==> config.mk <==
export PLATFORM = sky130hd
export DESIGN_NAME = eba_ctrl
export DESIGN_NICKNAME = d
export VERILOG_FILES = /design/src/hw/eba_pkg.sv /design/src/hw/eba_ctrl.sv /design/src/hw/eba_sync.sv
export SDC_FILE = /design/constraint.sdc
export NUM_CORES = 1
export LEC_CHECK = 0
export ABC_AREA = 1
export BUFFER_PORTS_ARGS = -buffer_cell sky130_fd_sc_hd__buf_2
export CAP_MARGIN = 40
export CORE_UTILIZATION = 39
export CTS_BUF_LIST = sky130_fd_sc_hd__clkbuf_8
export DETAILED_ROUTE_END_ITERATION = 16
export GPL_TIMING_DRIVEN = 0
export PLACE_DENSITY = 0.69
export SLEW_MARGIN = 10
export SYNTH_ARGS = -nofsm -noshare
export SYNTH_HDL_FRONTEND = slang
export SYNTH_SLANG_ARGS = --single-unit
==> constraint.sdc <==
create_clock -name clk_i -period 7 [get_ports clk_i]
set_input_delay 1.05 -clock clk_i [delete_from_list [all_inputs] [get_ports clk_i]]
set_output_delay 1.05 -clock clk_i [all_outputs]
set_load 0.02 [all_outputs]
==> src/hw/eba_pkg.sv <==
// Constants and types shared by the external bus acknowledge controller
`default_nettype none

package eba_pkg;

    ////////////////////////////////////////////////////////////////////////
    // Timing
    localparam int CLK_PERIOD_NS = 10;
    localparam int TIMEOUT_CYC   = 1024;
    localparam int BCLK_MIN_NS   = 15;
    localparam int BCLK_MIN_CYC  = (BCLK_MIN_NS + CLK_PERIOD_NS - 1) / CLK_PERIOD_NS;
    localparam int BCLK_HALF_CYC = (BCLK_MIN_CYC + 1) / 2;
    localparam int BLANK_MIN     = 2;
    localparam int BLANK_MAX     = 5;
    localparam int SYNC_STAGES   = 2;

    ////////////////////////////////////////////////////////////////////////
    // Selects, fields and reset values
    localparam int       NUM_CS    = 6;
    localparam int       ADDR_W    = 25;
    localparam int       DATA_W    = 32;
    localparam bit [2:0] EDGE_SEL  = 3'h5;
    localparam bit [2:0] SHARE_SEL = 3'h4;
    localparam bit [5:0] EDGE_WSC  = 6'h3F;
    localparam bit [24:0] HALF_STEP = 25'h0000002;
    localparam bit [3:0] EB_HALF   = 4'hC;
    localparam bit [3:0] EB_WORD   = 4'h0;
    localparam bit [3:0] EB_NONE   = 4'hF;
    localparam bit [5:0] CS_NONE   = 6'h3F;

    typedef enum logic [3:0] {
        S_IDLE   = 4'h1,
        S_LEAD   = 4'h2,
        S_ACCESS = 4'h4,
        S_TRAIL  = 4'h8
    } eba_state_e_t;

    typedef struct packed {
        logic [5:0] wait_state_count;
        logic [3:0] select_assert_delay;
        logic [3:0] select_negate_delay;
        logic [3:0] read_strobe_assert_delay;
        logic [3:0] read_strobe_negate_delay;
        logic       ack_level_enable;
        logic [1:0] ack_blanking_time;
        logic       port_width_select;
        logic       sync_mode;
        logic       byte_lane_control;
    } eba_cfg_t;

    typedef struct packed {
        logic              valid;
        logic              write;
        logic              word;
        logic [2:0]        sel;
        logic [ADDR_W-1:0] addr;
        logic [DATA_W-1:0] wdata;
    } eba_req_t;

    typedef struct packed {
        eba_state_e_t      fsm;
        eba_req_t          req;
        eba_cfg_t          cfg;
        logic              edge_mode;
        logic              level_mode;
        logic              half;
        logic [3:0]        cnt;
        logic [10:0]       tick;
        logic [5:0]        wait_cnt;
        logic              ack_d;
        logic [ADDR_W-1:0] addr;
        logic [NUM_CS-1:0] cs_b;
        logic              rw;
        logic              oe_b;
        logic [3:0]        eb_b;
        logic              lba_b;
        logic              bclk;
        logic [DATA_W-1:0] dout;
        logic              dout_oe_b;
        logic [DATA_W-1:0] rdata;
        logic              rsp_valid;
        logic              rsp_err;
        logic              busy;
    } eba_state_t;

endpackage

`default_nettype wire

==> src/hw/eba_ctrl.sv <==
// External bus access sequencer with acknowledge termination and time-out
`default_nettype none

module eba_ctrl #(
    parameter int TIMEOUT = eba_pkg::TIMEOUT_CYC
) (
    input  wire logic                          clk_i,
    input  wire logic                          rst_b_i,
    input  wire eba_pkg::eba_req_t             req_i,
    input  wire eba_pkg::eba_cfg_t             cfg_i,
    input  wire logic                          ack_edge_global_bit_i,
    output logic                               busy_o,
    output logic                               rsp_valid_o,
    output logic                               rsp_err_o,
    output logic [eba_pkg::DATA_W-1:0]         rsp_rdata_o,
    input  wire logic                          transfer_ack_input_i,
    input  wire logic [eba_pkg::DATA_W-1:0]    ext_data_i,
    output logic [eba_pkg::DATA_W-1:0]         ext_data_o,
    output logic                               ext_data_oe_b_o,
    output logic [eba_pkg::ADDR_W-1:0]         ext_addr_o,
    output logic [eba_pkg::NUM_CS-1:0]         ext_cs_b_o,
    output logic                               ext_rw_o,
    output logic                               ext_oe_b_o,
    output logic [3:0]                         byte_lane_enable_b_o,
    output logic                               burst_addr_load_b_o,
    output logic                               burst_clk_o
);

    ////////////////////////////////////////////////////////////////////////
    // Pin synchronisers
    logic                       ack_s;
    logic [eba_pkg::DATA_W-1:0] data_s;

    eba_sync #(.W(1)) u_ack_sync (
        .clk_i   (clk_i),
        .rst_b_i (rst_b_i),
        .d_i     (transfer_ack_input_i),
        .q_o     (ack_s)
    );

    // Data settles long before the strobe closes, so the sync delay is harmless
    eba_sync #(.W(eba_pkg::DATA_W)) u_data_sync (
        .clk_i   (clk_i),
        .rst_b_i (rst_b_i),
        .d_i     (ext_data_i),
        .q_o     (data_s)
    );

    ////////////////////////////////////////////////////////////////////////
    // State
    eba_pkg::eba_state_t st;
    eba_pkg::eba_state_t next_st;

    logic                       edge_req;
    logic                       level_req;
    logic                       ack_rise;
    logic [10:0]                blank;
    logic                       blanked;
    logic                       done;
    logic                       timed_out;
    logic [5:0]                 remain;
    logic                       second;

    // Mode decode from the incoming request
    always_comb begin
        edge_req  = (req_i.sel == eba_pkg::EDGE_SEL)
                    && (cfg_i.wait_state_count == eba_pkg::EDGE_WSC)
                    && ((cfg_i.select_assert_delay != 4'h0)
                        || (cfg_i.select_negate_delay != 4'h0))
                    && ack_edge_global_bit_i
                    && !cfg_i.sync_mode;
        level_req = cfg_i.ack_level_enable
                    && (cfg_i.wait_state_count > 6'h01)
                    && (cfg_i.select_negate_delay < 4'h3)
                    && !ack_edge_global_bit_i
                    && (req_i.sel != eba_pkg::SHARE_SEL)
                    && !cfg_i.sync_mode;
    end

    // Access progress terms
    always_comb begin
        ack_rise  = ack_s && !st.ack_d;
        blank     = 11'(eba_pkg::BLANK_MIN) + {9'h000, st.cfg.ack_blanking_time};
        blanked   = st.tick < blank;
        remain    = st.cfg.wait_state_count - st.wait_cnt;
        second    = st.req.word && st.cfg.port_width_select && !st.half;
        if (st.edge_mode) begin
            done = ack_rise;
        end else if (st.level_mode) begin
            done = (remain == 6'h00) && !blanked && ack_s;
        end else begin
            done = (remain == 6'h00);
        end
        timed_out = (st.edge_mode || st.level_mode) && !done
                    && (st.tick == 11'(TIMEOUT - 1));
    end

    always_comb begin
        next_st           = st;
        next_st.rsp_valid = 1'b0;
        next_st.lba_b     = 1'b1;
        next_st.ack_d     = ack_s;
        case (st.fsm)
            eba_pkg::S_IDLE: begin
                next_st.bclk = 1'b0;
                if (req_i.valid) begin
                    next_st.req        = req_i;
                    next_st.cfg        = cfg_i;
                    next_st.edge_mode  = edge_req;
                    next_st.level_mode = level_req;
                    next_st.half       = 1'b0;
                    next_st.addr       = req_i.addr;
                    next_st.rw         = !req_i.write;
                    next_st.dout       = req_i.wdata;
                    next_st.cnt        = 4'h0;
                    next_st.rsp_err    = 1'b0;
                    next_st.busy       = 1'b1;
                    next_st.fsm        = eba_pkg::S_LEAD;
                end
            end
            eba_pkg::S_LEAD: begin
                // Select stays negated for the assert delay
                if (st.cnt >= st.cfg.select_assert_delay) begin
                    next_st.cs_b[st.req.sel] = 1'b0;
                    next_st.tick             = 11'h000;
                    next_st.wait_cnt         = 6'h00;
                    next_st.lba_b            = !st.cfg.sync_mode;
                    next_st.dout_oe_b        = st.rw;
                    if (st.req.write || st.cfg.byte_lane_control) begin
                        next_st.eb_b = st.cfg.port_width_select ? eba_pkg::EB_HALF : eba_pkg::EB_WORD;
                    end
                    next_st.fsm = eba_pkg::S_ACCESS;
                end else begin
                    next_st.cnt = st.cnt + 4'h1;
                end
            end
            eba_pkg::S_ACCESS: begin
                next_st.tick = st.tick + 11'h001;
                // Burst clock only in synchronous mode, never faster than its floor
                if (st.cfg.sync_mode) begin
                    next_st.bclk = !st.bclk;
                end
                // Wait states advance unless, in level mode after the blanking time, a low acknowledge holds them
                if ((remain != 6'h00) && !(st.level_mode && !ack_s && !blanked)) begin
                    next_st.wait_cnt = st.wait_cnt + 6'h01;
                end
                // Read strobe window from its assert delay and, outside edge mode, its negate delay
                if (st.rw && (st.tick >= {7'h00, st.cfg.read_strobe_assert_delay})
                    && (st.edge_mode || (remain > {2'h0, st.cfg.read_strobe_negate_delay}))) begin
                    next_st.oe_b = 1'b0;
                end else begin
                    next_st.oe_b = 1'b1;
                end
                if (timed_out) begin
                    next_st.cs_b      = eba_pkg::CS_NONE;
                    next_st.oe_b      = 1'b1;
                    next_st.eb_b      = eba_pkg::EB_NONE;
                    next_st.dout_oe_b = 1'b1;
                    next_st.bclk      = 1'b0;
                    next_st.rsp_valid = 1'b1;
                    next_st.rsp_err   = 1'b1;
                    next_st.busy      = 1'b0;
                    next_st.fsm       = eba_pkg::S_IDLE;
                end else if (done) begin
                    if (st.rw) begin
                        if (!st.cfg.port_width_select) begin
                            next_st.rdata = data_s;
                        end else if (st.half) begin
                            next_st.rdata[31:16] = data_s[15:0];
                        end else begin
                            next_st.rdata[15:0] = data_s[15:0];
                        end
                    end
                    next_st.cs_b      = eba_pkg::CS_NONE;
                    next_st.oe_b      = 1'b1;
                    next_st.eb_b      = eba_pkg::EB_NONE;
                    next_st.dout_oe_b = 1'b1;
                    next_st.bclk      = 1'b0;
                    next_st.cnt       = 4'h0;
                    next_st.fsm       = eba_pkg::S_TRAIL;
                end
            end
            eba_pkg::S_TRAIL: begin
                // Negate delay keeps back-to-back cycles apart
                if (st.cnt >= st.cfg.select_negate_delay) begin
                    if (second) begin
                        next_st.half = 1'b1;
                        next_st.addr = st.addr + eba_pkg::HALF_STEP;
                        next_st.dout = {16'h0000, st.dout[31:16]};
                        next_st.cnt  = 4'h0;
                        next_st.fsm  = eba_pkg::S_LEAD;
                    end else begin
                        next_st.rsp_valid = 1'b1;
                        next_st.busy      = 1'b0;
                        next_st.fsm       = eba_pkg::S_IDLE;
                    end
                end else begin
                    next_st.cnt = st.cnt + 4'h1;
                end
            end
            default: begin
                next_st.fsm = eba_pkg::S_IDLE;
            end
        endcase
    end

    always_ff @(posedge clk_i or negedge rst_b_i) begin
        if (!rst_b_i) begin
            st           <= '0;
            st.fsm       <= eba_pkg::S_IDLE;
            st.cs_b      <= eba_pkg::CS_NONE;
            st.rw        <= 1'b1;
            st.oe_b      <= 1'b1;
            st.eb_b      <= eba_pkg::EB_NONE;
            st.lba_b     <= 1'b1;
            st.dout_oe_b <= 1'b1;
        end else begin
            st <= next_st;
        end
    end

    ////////////////////////////////////////////////////////////////////////
    // Falling-edge stage for address, select and direction
    always_ff @(negedge clk_i or negedge rst_b_i) begin
        if (!rst_b_i) begin
            ext_addr_o <= '0;
            ext_cs_b_o <= eba_pkg::CS_NONE;
            ext_rw_o   <= 1'b1;
        end else begin
            ext_addr_o <= st.addr;
            ext_cs_b_o <= st.cs_b;
            ext_rw_o   <= st.rw;
        end
    end

    always_comb begin
        busy_o               = st.busy;
        rsp_valid_o          = st.rsp_valid;
        rsp_err_o            = st.rsp_err;
        rsp_rdata_o          = st.rdata;
        ext_data_o           = st.dout;
        ext_data_oe_b_o      = st.dout_oe_b;
        ext_oe_b_o           = st.oe_b;
        byte_lane_enable_b_o = st.eb_b;
        burst_addr_load_b_o  = st.lba_b;
        burst_clk_o          = st.bclk;
    end
endmodule // eba_ctrl

`default_nettype wire

==> src/hw/eba_sync.sv <==
// Two flip-flop synchroniser for pin inputs
`default_nettype none

module eba_sync #(
    parameter int W = 1
) (
    input  wire logic         clk_i,
    input  wire logic         rst_b_i,
    input  wire logic [W-1:0] d_i,
    output logic      [W-1:0] q_o
);

    logic [W-1:0] meta;

    // The first stage feeds only the second stage
    always_ff @(posedge clk_i or negedge rst_b_i) begin
        if (!rst_b_i) begin
            meta <= '0;
            q_o  <= '0;
        end else begin
            meta <= d_i;
            q_o  <= meta;
        end
    end

endmodule // eba_sync

`default_nettype wire

Word-level counts from Yosys, hierarchy flattened
Cells that the tools add are included.
- register bits: 325
- input bits: 127
- add/sub/neg operators: 6
- order comparisons: 9
- eq/ne operators: 24
- mux-type cells: 63
- bitwise gates (word level): 3
- reduce and logical (&&, ||, !) cells: 59
- operator list (cell ; number):
    2-to-1 mux 32 bit ; 5
    2-to-1 mux 102 bit ; 1
    2-to-1 mux 25 bit ; 3
    case mux 32 bit (2 select lines) ; 1
    case mux 25 bit (2 select lines) ; 1
    2-to-1 mux 4 bit ; 10
    case mux 17 bit (2 select lines) ; 1
    2-to-1 mux 33 bit ; 1
    2-to-1 mux 16 bit ; 2
    case mux 4 bit (4 select lines) ; 2
    != test 2 bit (second input constant) ; 13
    adder 25 x 2 -> 25 bit (second input constant) ; 1
    2-to-1 mux 6 bit ; 4
    logical AND 1 bit ; 22
    2-to-1 mux 5 bit ; 4
    2-to-1 mux 17 bit ; 1
    2-to-1 mux 1 bit ; 15
    AND reduction 5 bit ; 3
    case mux 6 bit (2 select lines) ; 1
    AND reduction 4 bit ; 3
    nonzero test 4 bit ; 3
    adder 11 x 1 -> 11 bit (second input constant) ; 1
    equality test 11 x 10 -> 1 bit (second input constant) ; 1
    >= comparator 11 x 4 -> 1 bit ; 1
    other kinds (37) ; 64

Depth between registers and ports, before layout
- word-level depth: 12
- gate-level depth with buffers: 17
- mapped depth without buffers: 17

Cells and area by module
A second synthesis with hierarchy kept.
- cells, all modules: 1254
- area, all modules: 11599.9 um^2
- by module, submodules not included (module ; instances ; cells each ; area each (um^2) ; seq. area each (um^2)):
    eba_ctrl ; 1 ; 1188 ; 9948.3 ; 4979.8
    eba_sync at u_data_sync ; 1 ; 64 ; 1601.5 ; 1601.5
    eba_sync at u_ack_sync ; 1 ; 2 ; 50.0 ; 50.0

==> impl_metrics.tcl <==
set metrics [dict create \
    outcome "finished clean" \
    vias_per_cell 4.79 \
    utilization 0.485 \
    cp_slowest_cell "dfstp_2" \
    postCtsSetupRepairBufs 0 \
    regArea_mm2 0.00663 \
    grt_pass1_vias 9462 \
    path_cells "buf_2" \
    nets 1712 \
    dr.pass1.iters 4 \
    clock_power_share 0.223 \
    vdd_drop_max_uv 206 \
    port_buffers 233 \
    wl_per_cell_um 15.4 \
    syn_inst 1267 \
    hold_buffers 0 \
    multiInputGateArea_mm2 0.00384 \
    hold_slack_ns 0.337 \
    yosysTopAreaCellShare 0.469 \
    cts_resized 0 \
    vias 9515 \
    synth_seq_area_share 0.567 \
    power.density_mw_per_mm2 433 \
    syn_area_mm2 0.0117 \
    drc_errors 0 \
    power_frac_comb 0.398 \
    crit_required_ns 5.95 \
    leakage_nw 7.41 \
    relSlewSlack 0.542 \
    swShare 0.408 \
    grt-ovfl-total 0 \
    grt_max_degree 108 \
    met3_usage 0.0361 \
    max_cap_viol_count 0 \
    drt_iter0_drc 609 \
    finalHoldViolCount 0 \
    tritoncts "built" \
    cts_max_level 2 \
    drive_gt1_frac 0.276 \
    min_path_type "reg2reg" \
    pre_cts_slack_ns 1.55 \
    clk_latency_ns 0.55 \
    fp-row-count 63 \
    die_w_um 175 \
    antenna_found_initial 1 \
    cts_made_buffers 47 \
    synth_common_cells "nand2_1, dfrtp_1, inv_1" \
    n_antenna_cell 0 \
    ios 234 \
    path_max_fanout 1 \
    crit_buf_inv 1 \
    clk_pin_slew_ns 0.06 \
    final_max_slew_viol_count 0 \
    crit_path_start_kind "flip-flop" \
    yosysWarnings 0 \
    rsz0062_at_grt "no" \
    cts_buffer_depth 3 \
    grt_pass1_wl_um 48400 \
    internal_power_w 0.00367 \
    final-setup-viol-count 0 \
    grt_use_met1 0.271 \
    finalWirelength_um 30500 \
    p_sw_w 0.00253 \
    use_met2 0.325 \
    crit_type "reg2out" \
    seq_power_share 0.379 \
    grt-busiest-layer "met2" \
    avgSynthCellArea_um2 9.23 \
    async_flop_share 1.00 \
    ant_nets 0 \
    ys_ff_latch 264 \
    start_util 0.396 \
    critPathMaxStageDelay_ns 0.52 \
    dpl.hpwl_um 22200 \
    dpl-instance-area_mm2 0.0134 \
    fill_cells 2824 \
    synth_ff_type "dfrtp_1" \
    syn_nets 1422 \
    cts.sinks 264 \
    finClkSkew_ns 0.0365 \
    gp_congestion 0.885 \
    worst_pin_slew_ns 0.687 \
    crit_path_end_kind "output port" \
    cts_root_buffer "clkbuf_8" \
    syn2layout_area_growth_pct 22.7 \
    die_h_um 175 \
    die_area_mm2 0.0307 \
    finalWorstSetupSlack_ns 1.21 \
    setup_tns_ns 0 \
    track_usage 0.199 \
    fp.coreArea_mm2 0.0296 \
    synth_edf_count 0 \
    postLayoutCellArea_mm2 0.0143 \
    yosys-top-cells-area "dfrtp_1, nand2_1, dfrtn_1" \
    yosysMostFrequentCell "nand2_1" \
    path_delay_family "flip-flops" \
    arrival_ns 4.74 \
    synth.distinct_cells 47 \
    synth_area_leader_cell "dfrtp_1" \
]
==> state kept, by name (all words and copies together) (netlist names) <==
register	flops
burst_addr_load_b_o	1
burst_clk_o	1
busy_o	1
byte_lane_enable_b_o	2
ext_addr_o	25
ext_cs_b_o	6
ext_data_o	32
ext_data_oe_b_o	1
ext_oe_b_o	1
ext_rw_o	1
rsp_err_o	1
rsp_rdata_o	32
rsp_valid_o	1
st	93
u_ack_sync.meta	1
u_ack_sync.q_o	1
u_data_sync.meta	32
u_data_sync.q_o	32
==> logic make-up (layout without fill, tap and decap cells) <==
logic type / count (synthesis) / in the layout / share of synthesized area
muxes: 2 / 2 / 0.00171
adders and majority gates: 28 / 28 / 0.0306
DFF: 264 / 264 / 0.567
and+or+nand+nor: 496 / 496 / 0.182
AOI/OAI and AO/OA: 213 / 213 / 0.0982
buffers and inverters: 243 / 572 / 0.105
xor gates and xnor gates: 21 / 21 / 0.0157
==> placed cells by master, fill, tap and decap left out, drive strengths merged, types with 25 or more instances in the layout <==
cell / n
nand3: 58
o21ai: 154
buf: 328
nand2: 307
inv: 160
clkbuf: 72
ha: 27
nor2: 74
dfrtn: 25
dfrtp: 219
nor3: 28
a21oi: 27
==> power by group through the flow <==
stage	Combinational (W)	Clock (W)	Sequential (W)
floorplan	0.00161	0.00000706	0.00241
global placement	0.00242	0.00000706	0.00235
detailed placement	0.00248	0.00000706	0.00237
CTS	0.00249	0.00143	0.00235
global route	0.00276	0.00150	0.00241
finish	0.00247	0.00138	0.00235
==> per-stage QoR <==
step                      instances  total power, W
after global routing           1986         0.00667
after floorplan                1267         0.00403
after global placement         1890         0.00477
after detailed placement       1892         0.00485
final                          1986         0.00621
after CTS                      1986         0.00626
==> routing by layer <==
layer | share of wire | up-vias
li1 | - | 4618
met1 | 0.46 | 4550
met2 | 0.46 | 287
met3 | 0.058 | 58
met4 | 0.023 | 2
met5 | 0.00043 | -
==> layout make-up <==
type,instances,area share
clock inverters,39,0.0114
repair buffers,235,0.0858
plain buffers,109,0.0505
inverters,133,0.0348
multi-input cells,760,0.267
clock buffers,56,0.0537
well taps,390,0.0340
flip-flops and latches,264,0.462
==> path summary, 6_finish.rpt <==
kind,from,end,slack [ns],cells after the start
max in group asynchronous,rst_b_i,ext_addr_o[1],2.13,2
min,u_data_sync.meta[21],u_data_sync.q_o[21],0.34,0
min in group asynchronous,rst_b_i,u_data_sync.meta[20],0.48,1
min reg2reg,u_data_sync.meta[21],u_data_sync.q_o[21],0.34,0
max reg2reg,st[91],ext_addr_o[9],2.77,0
max,ext_cs_b_o[3],ext_cs_b_o[3],1.21,1
Power figures use the tool's default switching activity.
